`src/logic/csd_pkg.sv`:
```
package csd_pkg;

    // Control block offsets of the chip-select registers.
    localparam logic [7:0]  OFF_UPPER_CTL   = 8'ha0;
    localparam logic [7:0]  OFF_LOWER_CTL   = 8'ha2;
    localparam logic [7:0]  OFF_PERIPH_BASE = 8'ha4;
    localparam logic [7:0]  OFF_MID_BASE    = 8'ha6;
    localparam logic [7:0]  OFF_MID_CFG     = 8'ha8;

    // Values after reset.
    localparam logic [15:0] UPPER_CTL_RESET = 16'hfffb;
    localparam logic [15:0] CTL_RESET       = 16'h0000;

    // Field positions.
    localparam int          UPPER_LSB       = 6;
    localparam int          LOWER_LSB       = 6;
    localparam int          MID_BASE_LSB    = 9;
    localparam int          MID_SIZE_LSB    = 8;
    localparam int          MID_SIZE_MSB    = 14;
    localparam int          WIDEN_BIT       = 7;
    localparam int          SPACE_BIT       = 6;
    localparam int          PBA_LSB         = 6;
    localparam int          READY_IGNORE    = 2;
    localparam int          MID_QUARTER_LSB = 11;
    localparam int          PERIPH_IDX_LSB  = 7;

    // Address map constants.
    localparam logic [19:0] MEM_TOP         = 20'hfffff;
    localparam logic [19:0] PERIPH_SPAN     = 20'h00380;
    localparam int          PERIPH_COUNT    = 7;
    localparam int          PERIPH_NARROW   = 5;
    localparam int          MID_COUNT       = 4;
    localparam int          MID_ENH_KEEP    = 2;

    // Positions in the internal select vector.
    localparam int          SEL_UPPER       = 0;
    localparam int          SEL_LOWER       = 1;
    localparam int          SEL_MID0        = 2;
    localparam int          SEL_PER0        = 6;
    localparam int          SEL_COUNT       = 13;

endpackage

```
`src/logic/csd_cfg_if.sv`:
```
`timescale 1ns/1ps
interface csd_cfg_if;
    logic [15:0]                   upperCtl;
    logic [15:0]                   lowerCtl;
    logic [15:0]                   periphBase;
    logic [15:0]                   midBase;
    logic [15:0]                   midCfg;
    logic                          lowerArmed;
    logic                          midArmed;
    logic                          periphArmed;
    logic                          enhancedMode;
    logic                          valid;
    logic                          isMem;
    logic [19:0]                   addr;
    logic [csd_pkg::SEL_COUNT-1:0] hitVec;
    logic [2:0]                    readyMode;
    logic                          anyHit;

    modport regs (
        output upperCtl, lowerCtl, periphBase, midBase, midCfg,
        output lowerArmed, midArmed, periphArmed, enhancedMode,
        output valid, isMem, addr,
        input  hitVec, readyMode, anyHit
    );

    modport dec (
        input  upperCtl, lowerCtl, periphBase, midBase, midCfg,
        input  lowerArmed, midArmed, periphArmed, enhancedMode,
        input  valid, isMem, addr,
        output hitVec, readyMode, anyHit
    );
endinterface

```
`src/logic/csd_chip_select.sv`:
```
// Overview of operation
// Upper region always ends at memory top.
// Upper select when address at or above base.
// Upper register resets to a 1K block.
// Software writes only legal upper encodings.
// Lower select when address at or below limit.
// Software writes only legal lower encodings.
// Lower select idle until its register accessed.
// Mid size is one-hot, one bit set.
// Mid block split into four quarters.
// Mid base taken from base register top bits.
// Software aligns mid base to block size.
// Mid selects idle until both registers accessed.
// Each region's ready bits control its waits.
// 512K mid block only at zero, lower unused.
// Enhanced mode leaves only mid select 2.
// Seven contiguous 128-byte peripheral select blocks.
// Peripheral base is a 1K multiple.
// Software zeroes top base bits in I/O.
// Peripheral ready bits split across two registers.
// Config bits choose pin function and space.
// Pins 5 and 6 may carry latched A1/A2.
// Peripheral selects idle until both registers accessed.
// Width and space bit encodings.
// Ready field: ignore bit and wait count.
// Selects high in reset; upper preset.
// Access flags arm each select group except upper.
`timescale 1ns/1ps
module csd_chip_select (
    // Clock and reset
    input  wire logic        clock,
    input  wire logic        reset_n,
    // Control block register port
    input  wire logic        regSel,
    input  wire logic        regRd,
    input  wire logic        regWr,
    input  wire logic [7:0]  regAddr,
    input  wire logic [15:0] regWdata,
    output logic      [15:0] regRdata,
    // Bus cycle address from the processor or DMA
    input  wire logic        busValid,
    input  wire logic        busIsMem,
    input  wire logic [19:0] busAddr,
    // Operating mode
    input  wire logic        enhancedMode,
    // Chip selects, active low
    output logic             upperMemSelectN,
    output logic             lowerMemSelectN,
    output logic      [3:0]  midSelectN,
    output logic      [6:0]  periphSelectN,
    // Ready control for the selected region
    output logic      [1:0]  readyWaitCount,
    output logic             readyUseExternal,
    output logic             readyRegionHit
);
    import csd_pkg::*;

    csd_cfg_if cfgBus ();

    logic [15:0] upperCtl_ff;
    logic [15:0] lowerCtl_ff;
    logic [15:0] periphBase_ff;
    logic [15:0] midBase_ff;
    logic [15:0] midCfg_ff;
    logic        lowerSeen_ff;
    logic        midBaseSeen_ff;
    logic        midCfgSeen_ff;
    logic        periphBaseSeen_ff;
    logic [15:0] regRdata_ff;
    logic [15:0] nxt_upperCtl;
    logic [15:0] nxt_lowerCtl;
    logic [15:0] nxt_periphBase;
    logic [15:0] nxt_midBase;
    logic [15:0] nxt_midCfg;
    logic        nxt_lowerSeen;
    logic        nxt_midBaseSeen;
    logic        nxt_midCfgSeen;
    logic        nxt_periphBaseSeen;
    logic [15:0] nxt_regRdata;
    logic        regAccess;
    logic        midArmed;
    logic        periphArmed;

    logic        upperSel_ff;
    logic        lowerSel_ff;
    logic [3:0]  midSel_ff;
    logic [6:0]  perSel_ff;
    logic [1:0]  waitCount_ff;
    logic        useExt_ff;
    logic        regionHit_ff;
    logic        nxt_upperSel;
    logic        nxt_lowerSel;
    logic [3:0]  nxt_midSel;
    logic [6:0]  nxt_perSel;
    logic [1:0]  nxt_waitCount;
    logic        nxt_useExt;
    logic        nxt_regionHit;

    function automatic logic isReg(input logic [7:0] addr, input logic [7:0] off);
        return addr == off;
    endfunction

    // Register file and access flags.
    always_comb begin
        nxt_upperCtl       = upperCtl_ff;
        nxt_lowerCtl       = lowerCtl_ff;
        nxt_periphBase     = periphBase_ff;
        nxt_midBase        = midBase_ff;
        nxt_midCfg         = midCfg_ff;
        nxt_lowerSeen      = lowerSeen_ff;
        nxt_midBaseSeen    = midBaseSeen_ff;
        nxt_midCfgSeen     = midCfgSeen_ff;
        nxt_periphBaseSeen = periphBaseSeen_ff;
        nxt_regRdata       = 16'h0000;
        regAccess          = regSel && (regRd || regWr);
        if (regSel && regWr) begin
            case (regAddr)
                OFF_UPPER_CTL:   nxt_upperCtl   = regWdata;
                OFF_LOWER_CTL:   nxt_lowerCtl   = regWdata;
                OFF_PERIPH_BASE: nxt_periphBase = regWdata;
                OFF_MID_BASE:    nxt_midBase    = regWdata;
                OFF_MID_CFG:     nxt_midCfg     = regWdata;
                default:         nxt_upperCtl   = upperCtl_ff;
            endcase
        end
        // A read arms a group just as a write does; flags only clear at reset.
        if (regAccess && isReg(regAddr, OFF_LOWER_CTL)) begin
            nxt_lowerSeen = 1'b1;
        end
        if (regAccess && isReg(regAddr, OFF_MID_BASE)) begin
            nxt_midBaseSeen = 1'b1;
        end
        if (regAccess && isReg(regAddr, OFF_MID_CFG)) begin
            nxt_midCfgSeen = 1'b1;
        end
        if (regAccess && isReg(regAddr, OFF_PERIPH_BASE)) begin
            nxt_periphBaseSeen = 1'b1;
        end
        if (regSel && regRd) begin
            case (regAddr)
                OFF_UPPER_CTL:   nxt_regRdata = upperCtl_ff;
                OFF_LOWER_CTL:   nxt_regRdata = lowerCtl_ff;
                OFF_PERIPH_BASE: nxt_regRdata = periphBase_ff;
                OFF_MID_BASE:    nxt_regRdata = midBase_ff;
                OFF_MID_CFG:     nxt_regRdata = midCfg_ff;
                default:         nxt_regRdata = 16'h0000;
            endcase
        end
    end

    always_ff @(posedge clock or negedge reset_n) begin
        if (!reset_n) begin
            upperCtl_ff       <= UPPER_CTL_RESET;
            lowerCtl_ff       <= CTL_RESET;
            periphBase_ff     <= CTL_RESET;
            midBase_ff        <= CTL_RESET;
            midCfg_ff         <= CTL_RESET;
            lowerSeen_ff      <= 1'b0;
            midBaseSeen_ff    <= 1'b0;
            midCfgSeen_ff     <= 1'b0;
            periphBaseSeen_ff <= 1'b0;
            regRdata_ff       <= CTL_RESET;
        end else begin
            upperCtl_ff       <= nxt_upperCtl;
            lowerCtl_ff       <= nxt_lowerCtl;
            periphBase_ff     <= nxt_periphBase;
            midBase_ff        <= nxt_midBase;
            midCfg_ff         <= nxt_midCfg;
            lowerSeen_ff      <= nxt_lowerSeen;
            midBaseSeen_ff    <= nxt_midBaseSeen;
            midCfgSeen_ff     <= nxt_midCfgSeen;
            periphBaseSeen_ff <= nxt_periphBaseSeen;
            regRdata_ff       <= nxt_regRdata;
        end
    end

    assign midArmed    = midBaseSeen_ff && midCfgSeen_ff;
    assign periphArmed = periphBaseSeen_ff && midCfgSeen_ff;

    assign cfgBus.upperCtl     = upperCtl_ff;
    assign cfgBus.lowerCtl     = lowerCtl_ff;
    assign cfgBus.periphBase   = periphBase_ff;
    assign cfgBus.midBase      = midBase_ff;
    assign cfgBus.midCfg       = midCfg_ff;
    assign cfgBus.lowerArmed   = lowerSeen_ff;
    assign cfgBus.midArmed     = midArmed;
    assign cfgBus.periphArmed  = periphArmed;
    assign cfgBus.enhancedMode = enhancedMode;
    assign cfgBus.valid        = busValid;
    assign cfgBus.isMem        = busIsMem;
    assign cfgBus.addr         = busAddr;

    csd_decode u_decode (
        .cfg (cfgBus.dec)
    );

    // Selects are registered, so every pin is glitch free at the cost of one cycle.
    always_comb begin
        nxt_upperSel  = cfgBus.hitVec[SEL_UPPER];
        nxt_lowerSel  = cfgBus.hitVec[SEL_LOWER];
        nxt_midSel    = cfgBus.hitVec[SEL_MID0 +: MID_COUNT];
        nxt_perSel    = cfgBus.hitVec[SEL_PER0 +: PERIPH_COUNT];
        // In narrow width the two top pins hold the last cycle's A1 and A2 (stored inverted).
        if (periphArmed && !midCfg_ff[WIDEN_BIT]) begin
            nxt_perSel[5] = busValid ? ~busAddr[1] : perSel_ff[5];
            nxt_perSel[6] = busValid ? ~busAddr[2] : perSel_ff[6];
        end
        nxt_waitCount = cfgBus.readyMode[1:0];
        nxt_useExt    = !cfgBus.readyMode[READY_IGNORE];
        nxt_regionHit = cfgBus.anyHit;
    end

    always_ff @(posedge clock or negedge reset_n) begin
        if (!reset_n) begin
            upperSel_ff  <= 1'b0;
            lowerSel_ff  <= 1'b0;
            midSel_ff    <= 4'h0;
            perSel_ff    <= 7'h00;
            waitCount_ff <= 2'h0;
            useExt_ff    <= 1'b0;
            regionHit_ff <= 1'b0;
        end else begin
            upperSel_ff  <= nxt_upperSel;
            lowerSel_ff  <= nxt_lowerSel;
            midSel_ff    <= nxt_midSel;
            perSel_ff    <= nxt_perSel;
            waitCount_ff <= nxt_waitCount;
            useExt_ff    <= nxt_useExt;
            regionHit_ff <= nxt_regionHit;
        end
    end

    // Flops store active-high selects so that reset to zero drives the pins high.
    assign upperMemSelectN  = ~upperSel_ff;
    assign lowerMemSelectN  = ~lowerSel_ff;
    assign midSelectN       = ~midSel_ff;
    assign periphSelectN    = ~perSel_ff;
    assign readyWaitCount   = waitCount_ff;
    assign readyUseExternal = useExt_ff;
    assign readyRegionHit   = regionHit_ff;
    assign regRdata         = regRdata_ff;

    // Helper for checking the state seen at the first edge after reset.
    logic started_ff;
    always_ff @(posedge clock or negedge reset_n) begin
        if (!reset_n) begin
            started_ff <= 1'b0;
        end else begin
            started_ff <= 1'b1;
        end
    end
endmodule

```
`src/logic/csd_decode.sv`:
```
`timescale 1ns/1ps
module csd_decode (
    // Configuration in, selects out
    csd_cfg_if.dec cfg
);
    import csd_pkg::*;

    logic [19:0] upperBase;
    logic [19:0] lowerLimit;
    logic [19:0] midStart;
    logic [19:0] midSize;
    logic [19:0] midOff;
    logic [19:0] perStart;
    logic [19:0] perOff;
    logic        inMid;
    logic        inPer;
    logic [1:0]  quarter;
    logic [2:0]  perIdx;

    // The size field is one-hot; a quarter is a quarter of the total block.
    function automatic logic [1:0] midQuarter(input logic [19:0] off, input logic [6:0] size);
        logic [1:0] q;
        q = 2'h0;
        for (int k = 0; k < 7; k++) begin
            if (size[k]) begin
                q = off[MID_QUARTER_LSB + k +: 2];
            end
        end
        return q;
    endfunction

    always_comb begin
        upperBase  = {cfg.upperCtl[15:UPPER_LSB], 10'h000};
        lowerLimit = {cfg.lowerCtl[15:LOWER_LSB], 10'h3ff};
        midStart   = {cfg.midBase[15:MID_BASE_LSB], 13'h0000};
        midSize    = {cfg.midCfg[MID_SIZE_MSB:MID_SIZE_LSB], 13'h0000};
        midOff     = cfg.addr - midStart;
        inMid      = (cfg.addr >= midStart) && (midOff < midSize);
        quarter    = midQuarter(midOff, cfg.midCfg[MID_SIZE_MSB:MID_SIZE_LSB]);
        perStart   = {cfg.periphBase[15:PBA_LSB], 10'h000};
        perOff     = cfg.addr - perStart;
        // Space bit high means memory cycles, low means I/O cycles.
        inPer      = (cfg.addr >= perStart) && (perOff < PERIPH_SPAN)
                     && (cfg.isMem == cfg.midCfg[SPACE_BIT]);
        perIdx     = perOff[PERIPH_IDX_LSB +: 3];

        cfg.hitVec = '0;
        // The upper region always runs to the top of memory.
        cfg.hitVec[SEL_UPPER] = cfg.valid && cfg.isMem
                                && (cfg.addr >= upperBase) && (cfg.addr <= MEM_TOP);
        cfg.hitVec[SEL_LOWER] = cfg.valid && cfg.isMem && cfg.lowerArmed
                                && (cfg.addr <= lowerLimit);
        for (int i = 0; i < MID_COUNT; i++) begin
            cfg.hitVec[SEL_MID0 + i] = cfg.valid && cfg.isMem && cfg.midArmed && inMid
                                       && (quarter == i[1:0])
                                       && (!cfg.enhancedMode || i == MID_ENH_KEEP);
        end
        for (int i = 0; i < PERIPH_COUNT; i++) begin
            cfg.hitVec[SEL_PER0 + i] = cfg.valid && cfg.periphArmed && inPer
                                       && (perIdx == i[2:0])
                                       && (i < PERIPH_NARROW || cfg.midCfg[WIDEN_BIT]);
        end

        // Each region brings its own ready mode; the peripheral bank is split in two.
        if (cfg.hitVec[SEL_UPPER]) begin
            cfg.readyMode = cfg.upperCtl[2:0];
        end else if (cfg.hitVec[SEL_LOWER]) begin
            cfg.readyMode = cfg.lowerCtl[2:0];
        end else if (|cfg.hitVec[SEL_MID0 +: MID_COUNT]) begin
            cfg.readyMode = cfg.midBase[2:0];
        end else if (|cfg.hitVec[SEL_PER0 +: 4]) begin
            cfg.readyMode = cfg.periphBase[2:0];
        end else begin
            cfg.readyMode = cfg.midCfg[2:0];
        end
        cfg.anyHit = |cfg.hitVec;
    end

endmodule

```
`config.mk`:
```
export PLATFORM = sky130hd
export DESIGN_NAME = csd_chip_select
export DESIGN_NICKNAME = d
export VERILOG_FILES = /design/src/logic/csd_pkg.sv /design/src/logic/csd_cfg_if.sv /design/src/logic/csd_chip_select.sv /design/src/logic/csd_decode.sv
export SDC_FILE = /design/constraint.sdc
export NUM_CORES = 1
export LEC_CHECK = 0
export ABC_AREA = 1
export BUFFER_PORTS_ARGS = -buffer_cell sky130_fd_sc_hd__buf_2
export CAP_MARGIN = 25
export CORE_ASPECT_RATIO = 0.8
export CORE_UTILIZATION = 50
export CTS_CLUSTER_SIZE = 8
export DETAILED_ROUTE_END_ITERATION = 6
export PLACE_DENSITY = 0.77
export RECOVER_POWER = 100
export SLEW_MARGIN = 5
export SYNTH_ARGS = -nofsm -noshare
export SYNTH_HDL_FRONTEND = slang
export SYNTH_HIERARCHICAL = 1
export SYNTH_SLANG_ARGS = --single-unit
```
`constraint.sdc`:
```
create_clock -name clock -period 7.5 [get_ports clock]
set_input_delay 0.375 -clock clock [delete_from_list [all_inputs] [get_ports clock]]
set_output_delay 0.375 -clock clock [all_outputs]
set_load 0.02 [all_outputs]
```
==> results of run 1 <==
[stage by stage]
| stage | std cells | hold WS [ns] |
|---|---|---|
| 2_1_floorplan | 958 | 0.0794 |
| 3_3_place_gp | 1200 | 0.369 |
| 3_5_place_dp | 1200 | 0.375 |
| 4_1_cts | 1233 | 0.198 |
| 5_1_grt | 1235 | 0.204 |
| 6_report | 1235 | 0.209 |
[how the worst max path moves through the flow]
stage | start | to | slack (ns) | depth (start not counted)
floorplan | busAddr[13] | readyWaitCount[1]$_DFF_PN0_ | 4.71 | 22
global route | regAddr[4] | cfgBus.upperCtl[14]$_DFFE_PN1P_ | 2.88 | 8
global placement | busAddr[13] | readyWaitCount[1]$_DFF_PN0_ | 4.39 | 23
CTS | cfgBus.midBase[9]$_DFFE_PN0P_ | readyWaitCount[1]$_DFF_PN0_ | 4.43 | 21
detailed placement | busAddr[13] | readyWaitCount[1]$_DFF_PN0_ | 4.34 | 23
finish | regAddr[4] | cfgBus.upperCtl[11]$_DFFE_PN1P_ | 3.21 | 9
[sequential cells by signal, summed over array words and instances, names as in the netlist]
register,count
cfgBus.lowerCtl,16
cfgBus.midBase,16
cfgBus.midCfg,16
cfgBus.periphBase,16
cfgBus.upperCtl,16
regRdata,16
perSel_ff,7
midSel_ff,4
readyWaitCount,2
cfgBus.lowerArmed,1
lowerSel_ff,1
midBaseSeen_ff,1
midCfgSeen_ff,1
periphBaseSeen_ff,1
readyRegionHit,1
readyUseExternal,1
upperSel_ff,1
[synth_stat cells, types with 3 or more instances]
master	number	share of area, %
o21ai_2	18	2.2
nand4_1	10	0.86
xor2_1	3	0.36
nand2_1	250	13
nor3_1	14	0.96
dfrtp_1	102	35
nor2_1	48	2.5
inv_1	142	7.3
nor2_2	5	0.43
a21oi_1	35	2.4
a31o_2	4	0.48
o21ai_0	69	4.7
buf_6	6	0.93
nand3_1	103	7.1
buf_2	9	0.62
nor2_4	4	0.62
inv_2	8	0.41
ha_1	43	7.4
nor4_1	3	0.26
dfstp_2	15	5.4
nand2_2	12	1.0
o21ai_1	6	0.41
clkbuf_1	13	0.67
nand3_2	6	0.82
o211ai_1	4	0.41
[kinds of logic (layout without fill, tap and decap cells)]
| family | after synthesis | count (layout) |
|---|---|---|
| buffers and inverters | 180 | 273 |
| AOI/OAI and AO/OA | 145 | 145 |
| and+or+nand+nor | 468 | 468 |
| xor gates and xnor gates | 3 | 3 |
| adders and majority gates | 45 | 45 |
| DFF | 117 | 117 |
[area by class of cell]
type	instances	area, um^2
clock buffer	23	468
multi-input combinational	661	3490
tap	184	230
sequential	117	2950
fill	1351	5930
timing repair buffer	91	440
clock inverter	9	178
inverter	150	563
[power breakdown]
part / internal (mW) / switching (mW)
clock network: 0.607 / 0.290
logic: 0.0590 / 0.119
registers: 0.648 / 0.0113
[repair_timing]
item,4_1_cts,5_1_grt
gates resized for setup,0,0
hold endpoints to repair,35,0
hold buffers,1,0
[per-layer routing]
layer	wire, um	vias up
met3	1380	38
met5	0	-
li1	-	3254
met1	8970	3064
met4	469	0
met2	8800	260
[worst max-delay path, cell delays in order]
cell and delay, ns:
buf_2 0.09, inv_1 0.04, nand2_1 0.11, nor2_8 0.71, inv_1 0.11, nor3_1 1.95, nand2_4 0.71, nand2_1 0.33
o21ai_0 0.15
==> impl_metrics.yaml, run 1 <==
outcome:
  outcome: "complete, but fails checks"
  failing_checks: "max-capacitance violations, max-slew violations"
routing:
  routed_wirelength_mm: 19.6
  remaining_drc_errors: 0
  avgRoutedWirePerCell_um: 15.9
  detailedRoute.firstIterationViolations: 570
  post_drt_via_cell_ratio: 5.36
  remaining_antenna_violation_count_after_routing: 0
  via_count: 6616
  dr_pass1_iterations: 5
die:
  initial_utilization_pct: 51.1
  design.die.area_um2: 15100
  die_width_um: 137
  floorplan.core_area_um2: 14200
  io_pins: 85
  die_h_um: 110
  core.rowCount: 39
pwr:
  power_density_nw_per_um2: 209
  max-vdd-ir-drop_v: 0.000178
  power_mw: 1.73
  p_leak_nw: 4.08
placed_design:
  port-buffer-count: 84
  placed_wire_length_estimate_mm: 13.5
  dpl_cell_area_um2: 7790
  finalWeightedCongestion: 0.942
  pre_cts_slack_ns: 4.34
hold_path:
  min_to: "midSel_ff[0]$_DFF_PN0_"
  min-delay-start: "enhancedMode"
  worstHoldPathCells: 2
  min_path_type: "in -> reg"
timing:
  tightestPinTransition_ns: 2.58
  finClkSkew_ns: 0.0101
  min_period_ns: 4.29
  max_freq_mhz: 233
  max-slew-margin-rel_pct: -73.6
  timing_hold_violations_final: 0
  post_route_setup_slack_ns: 3.21
  final_min_period_over_clock_period_pct: 57.2
  setup_violation_total_in_the_final_timing_report: 0
  rsz0062_at_grt: "false"
  setup_tns_ns: 0
  final_max_slew_viol_count: 77
critical_path:
  worst-r2r-setup-slack_ns: 4.20
  worstSetupPathType: "in -> reg"
  arrival_time_of_the_worst_setup_path_ns: 4.61
  r2r-end: "readyWaitCount[1]$_DFF_PN0_"
  critical_path_peak_fanout: 73
  crit_required_ns: 7.82
  rr_startpoint: "cfgBus.midBase[9]$_DFFE_PN0P_"
  cp-end-kind: "flop"
  worst_setup_path_start_kind: "primary input"
  r2r_cells: 21
clock_network:
  cts_post_setup_buffers_inserted: 0
  clk_transition_reported_paths_ns: 0.05
  cts_root_buf: "clkbuf_16"
  cts_max_level: 4
  worstSkewPairLatency_ns: 0.41
  cts-buffers-inserted: 17
  cts_buffer_depth: 2
  cts_tree: "yes"
  tritoncts_num_sinks: 117
global_route:
  grt.met1_usage_pct: 38.3
  number_of_antenna_violations_at_the_first_check_in_global_routing: 0
  grt_pass1_wl_mm: 31.5
  pin_count_of_the_biggest_net_entering_global_routing: 80
  met2_usage_pct: 43.7
  grt_remaining_overflow: 0
  grt_most_used_layer: "met2"
  grt.met3_usage_pct: 5.53
  first_global_vias: 6133
  aggregate_global_route_resource_usage_pct: 28.1
yosys:
  yosys_most_used_dff: "dfrtp_1"
  syn_area_per_cell_um2: 7.60
  yosys.cell_types.count: 46
  synth_enable_flop_cells: 0
  ys_seq_area_share_pct: 40.5
  postSynth.asyncResetShare_pct: 100
  basic_gate_share_of_the_synthesized_area_counting_and_or_nand_and_nor_cells_pct: 29.4
  synth_compound_area_share_pct: 11.7
  synthesis.instances: 958
  syn-cell-area_um2: 7280
  synth.net_count: 1055
  synth-xor-area-share_pct: 0.361
  yosysWarningCount: 6
  muxShareOfSynthArea_pct: 0
  combinational_family_with_the_most_area_after_synthesis: "simple AND/OR/NAND/NOR gates"
  synth-seq-cells: 117
  synth_fa_ha_area_share_pct: 7.94
cells_and_area:
  finish.utilization_pct: 58.4
  synthToLayoutAreaGrowth_pct: 14.2
  final_cell_mix: "nand2_1 (253), inv_1 (144), nand3_1 (105)"
  fraction_of_layout_instances_using_a_drive_strength_above_1_pct: 12.7
  final_common_cell: "nand2_1"
  num_antenna_cells: 0
  finish.net_count: 1135
  final_area_um2: 8320
flow_run:
  number_of_max_cap_violations: 3
No activity file was read; power rests on OpenSTA's default activity.
==> run 2: changes to the inputs <==
clock period = 4.3 ns   (was 7.5 ns; I/O delays follow)
==> impl_metrics.yaml, run 2 (synthesized netlist as in run 1, its figures left out) <==
flow_run:
  number_of_max_cap_violations: 2
outcome:
  failing_checks: "max-capacitance violations, max-slew violations"
  outcome: "complete, but fails checks"
critical_path:
  dominant_cell_type_by_count_on_the_critical_path: "nand2_1"
  rr_startpoint: "cfgBus.midBase[11]$_DFFE_PN0P_"
  timing.critical_path.slowest_stage_cell: "nor2_1"
  worst_setup_path_start_kind: "flop"
  arrival_time_of_the_worst_setup_path_ns: 3.77
  r2r_cells: 18
  worst-r2r-setup-slack_ns: 0.83
  critical_path_peak_fanout: 5
  timing.critical_path.cells: "inv_1, ha_1, a21oi_1, o211ai_1, xor2_1, inv_1, ha_1, nand2_1, inv_1, o21ai_0, nand2_1, a41oi_1, nand2_1, nor2_1, nand2_4, or2_0, nand3_1, nand2_1"
  crit_required_ns: 4.60
  r2r-end: "readyWaitCount[1]$_DFF_PN0_"
  worstSetupPathType: "reg -> reg"
  cp-end-kind: "flop"
  max_stage_delay_ns: 0.47
clock_network:
  tritoncts_num_sinks: 117
  cts_buffer_depth: 2
  clk_transition_reported_paths_ns: 0.06
  cts_post_setup_buffers_inserted: 0
  cts_max_level: 4
  cts_tree: "yes"
  worstSkewPairLatency_ns: 0.42
  cts_root_buf: "clkbuf_16"
  cts-buffers-inserted: 17
die:
  io_pins: 85
  floorplan.core_area_um2: 14200
  core.rowCount: 39
  design.die.area_um2: 15100
  initial_utilization_pct: 51.1
  die_width_um: 137
  die_h_um: 110
routing:
  remaining_antenna_violation_count_after_routing: 0
  avgRoutedWirePerCell_um: 16.3
  remaining_drc_errors: 0
  routed_wirelength_mm: 20.2
  via_count: 6739
  detailedRoute.firstIterationViolations: 663
  dr_pass1_iterations: 5
  post_drt_via_cell_ratio: 5.44
pwr:
  comb_power_share_pct: 10.5
  power_density_nw_per_um2: 361
  max-vdd-ir-drop_v: 0.000302
  p_int_mw: 2.24
  power_mw: 2.98
  p_leak_nw: 4.05
  swShare_pct: 24.7
  clock_power_share_pct: 50.9
  total_switching_power_mw: 0.738
  seq_power_share_pct: 38.6
hold_path:
  min-delay-start: "enhancedMode"
  worstHoldPathCells: 2
  min_path_type: "in -> reg"
  min_to: "midSel_ff[0]$_DFF_PN0_"
cells_and_area:
  final_common_cell: "nand2_1"
  synthToLayoutAreaGrowth_pct: 13.4
  fraction_of_layout_instances_using_a_drive_strength_above_1_pct: 12.8
  finish.cell_count_without_fillers: 1238
  num_antenna_cells: 0
  final_cell_mix: "nand2_1 (254), inv_1 (144), nand3_1 (105)"
  finish.net_count: 1138
timing:
  setup_tns_ns: 0
  setup_violation_total_in_the_final_timing_report: 0
  max-slew-margin-rel_pct: -113
  final_min_period_over_clock_period_pct: 80.7
  rsz0062_at_grt: "false"
  post_route_setup_slack_ns: 0.829
  timing_hold_violations_final: 0
  min_period_ns: 3.47
  max_freq_mhz: 288
  final_max_slew_viol_count: 78
  finClkSkew_ns: 0.00855
  tightestPinTransition_ns: 3.19
global_route:
  number_of_antenna_violations_at_the_first_check_in_global_routing: 0
  pin_count_of_the_biggest_net_entering_global_routing: 68
  grt_pass1_wl_mm: 32.0
  aggregate_global_route_resource_usage_pct: 28.4
  grt_remaining_overflow: 0
  first_global_vias: 6292
placed_design:
  pre_cts_slack_ns: 1.22
  finalWeightedCongestion: 0.921
  placedCellCount: 1205
  port-buffer-count: 84
  placed_wire_length_estimate_mm: 13.9
==> run 2: power groups by stage <==
stage | clock network (mW) | logic [mW] | registers (mW)
6_report | 1.52 | 0.313 | 1.15
2_1_floorplan | 0 | 0.198 | 1.16
3_5_place_dp | 0 | 0.317 | 1.17
5_1_grt | 1.57 | 0.352 | 1.15
3_3_place_gp | 0 | 0.308 | 1.17
4_1_cts | 1.53 | 0.321 | 1.15
==> run 2: per-stage QoR <==
stage / cell area, um^2 / hold WS [ns] / util, %
2_1_floorplan: 7280 / -0.0806 / -
3_3_place_gp: 7830 / 0.329 / 54.9
3_5_place_dp: 7830 / 0.333 / 54.9
4_1_cts: 8460 / 0.00949 / 59.4
5_1_grt: 8260 / 0.00704 / 58.0
6_report: 8260 / 0.0135 / 58.0
==> run 2: worst max-delay path, delay by kind of cell (launching register included) <==
kind | cells | cell delay [ns]
and+or+nand+nor | 8 | 1.23
AOI/OAI and AO/OA | 4 | 0.68
adders and majority gates | 2 | 0.66
DFF | 1 | 0.38
xor gates and xnor gates | 1 | 0.23
buffers and inverters | 3 | 0.18
==> run 2: final cells by class <==
class,count,area (um^2)
clock inverters,10,153
well taps,184,230
multi-input cells,661,3460
inverters,150,563
fillers,1349,5990
flip-flops and latches,117,2950
repair buffers,94,432
clock buffers,22,474
==> run 2: repair_timing <==
action	in CTS	in global routing
hold buffers	1	0
resized for setup	0	0
hold endpoints to repair	49	0
==> run 2: worst max-delay path by stage <==
stage / startpoint / to / slack (ns) / cells after the start
CTS: cfgBus.midBase[11]$_DFFE_PN0P_ / readyWaitCount[1]$_DFF_PN0_ / 1.17 / 18
floorplan: cfgBus.midBase[9]$_DFFE_PN0P_ / readyWaitCount[1]$_DFF_PN0_ / 1.56 / 21
detailed placement: busAddr[13] / readyWaitCount[1]$_DFF_PN0_ / 1.22 / 23
global placement: busAddr[13] / readyWaitCount[1]$_DFF_PN0_ / 1.31 / 23
finish: cfgBus.midBase[11]$_DFFE_PN0P_ / readyWaitCount[1]$_DFF_PN0_ / 0.83 / 18
global route: reset_n / perSel_ff[1]$_DFF_PN0_ / 0.47 / 3
==> run 2: routing by layer <==
metal | global-route usage, % | up-vias | share of wire (%)
met5 | 0 | - | 0
met2 | 44.8 | 314 | 45
met3 | 5.95 | 53 | 8.3
met1 | 38.3 | 3118 | 44
li1 | - | 3254 | -
met4 | 11.5 | 0 | 2.8
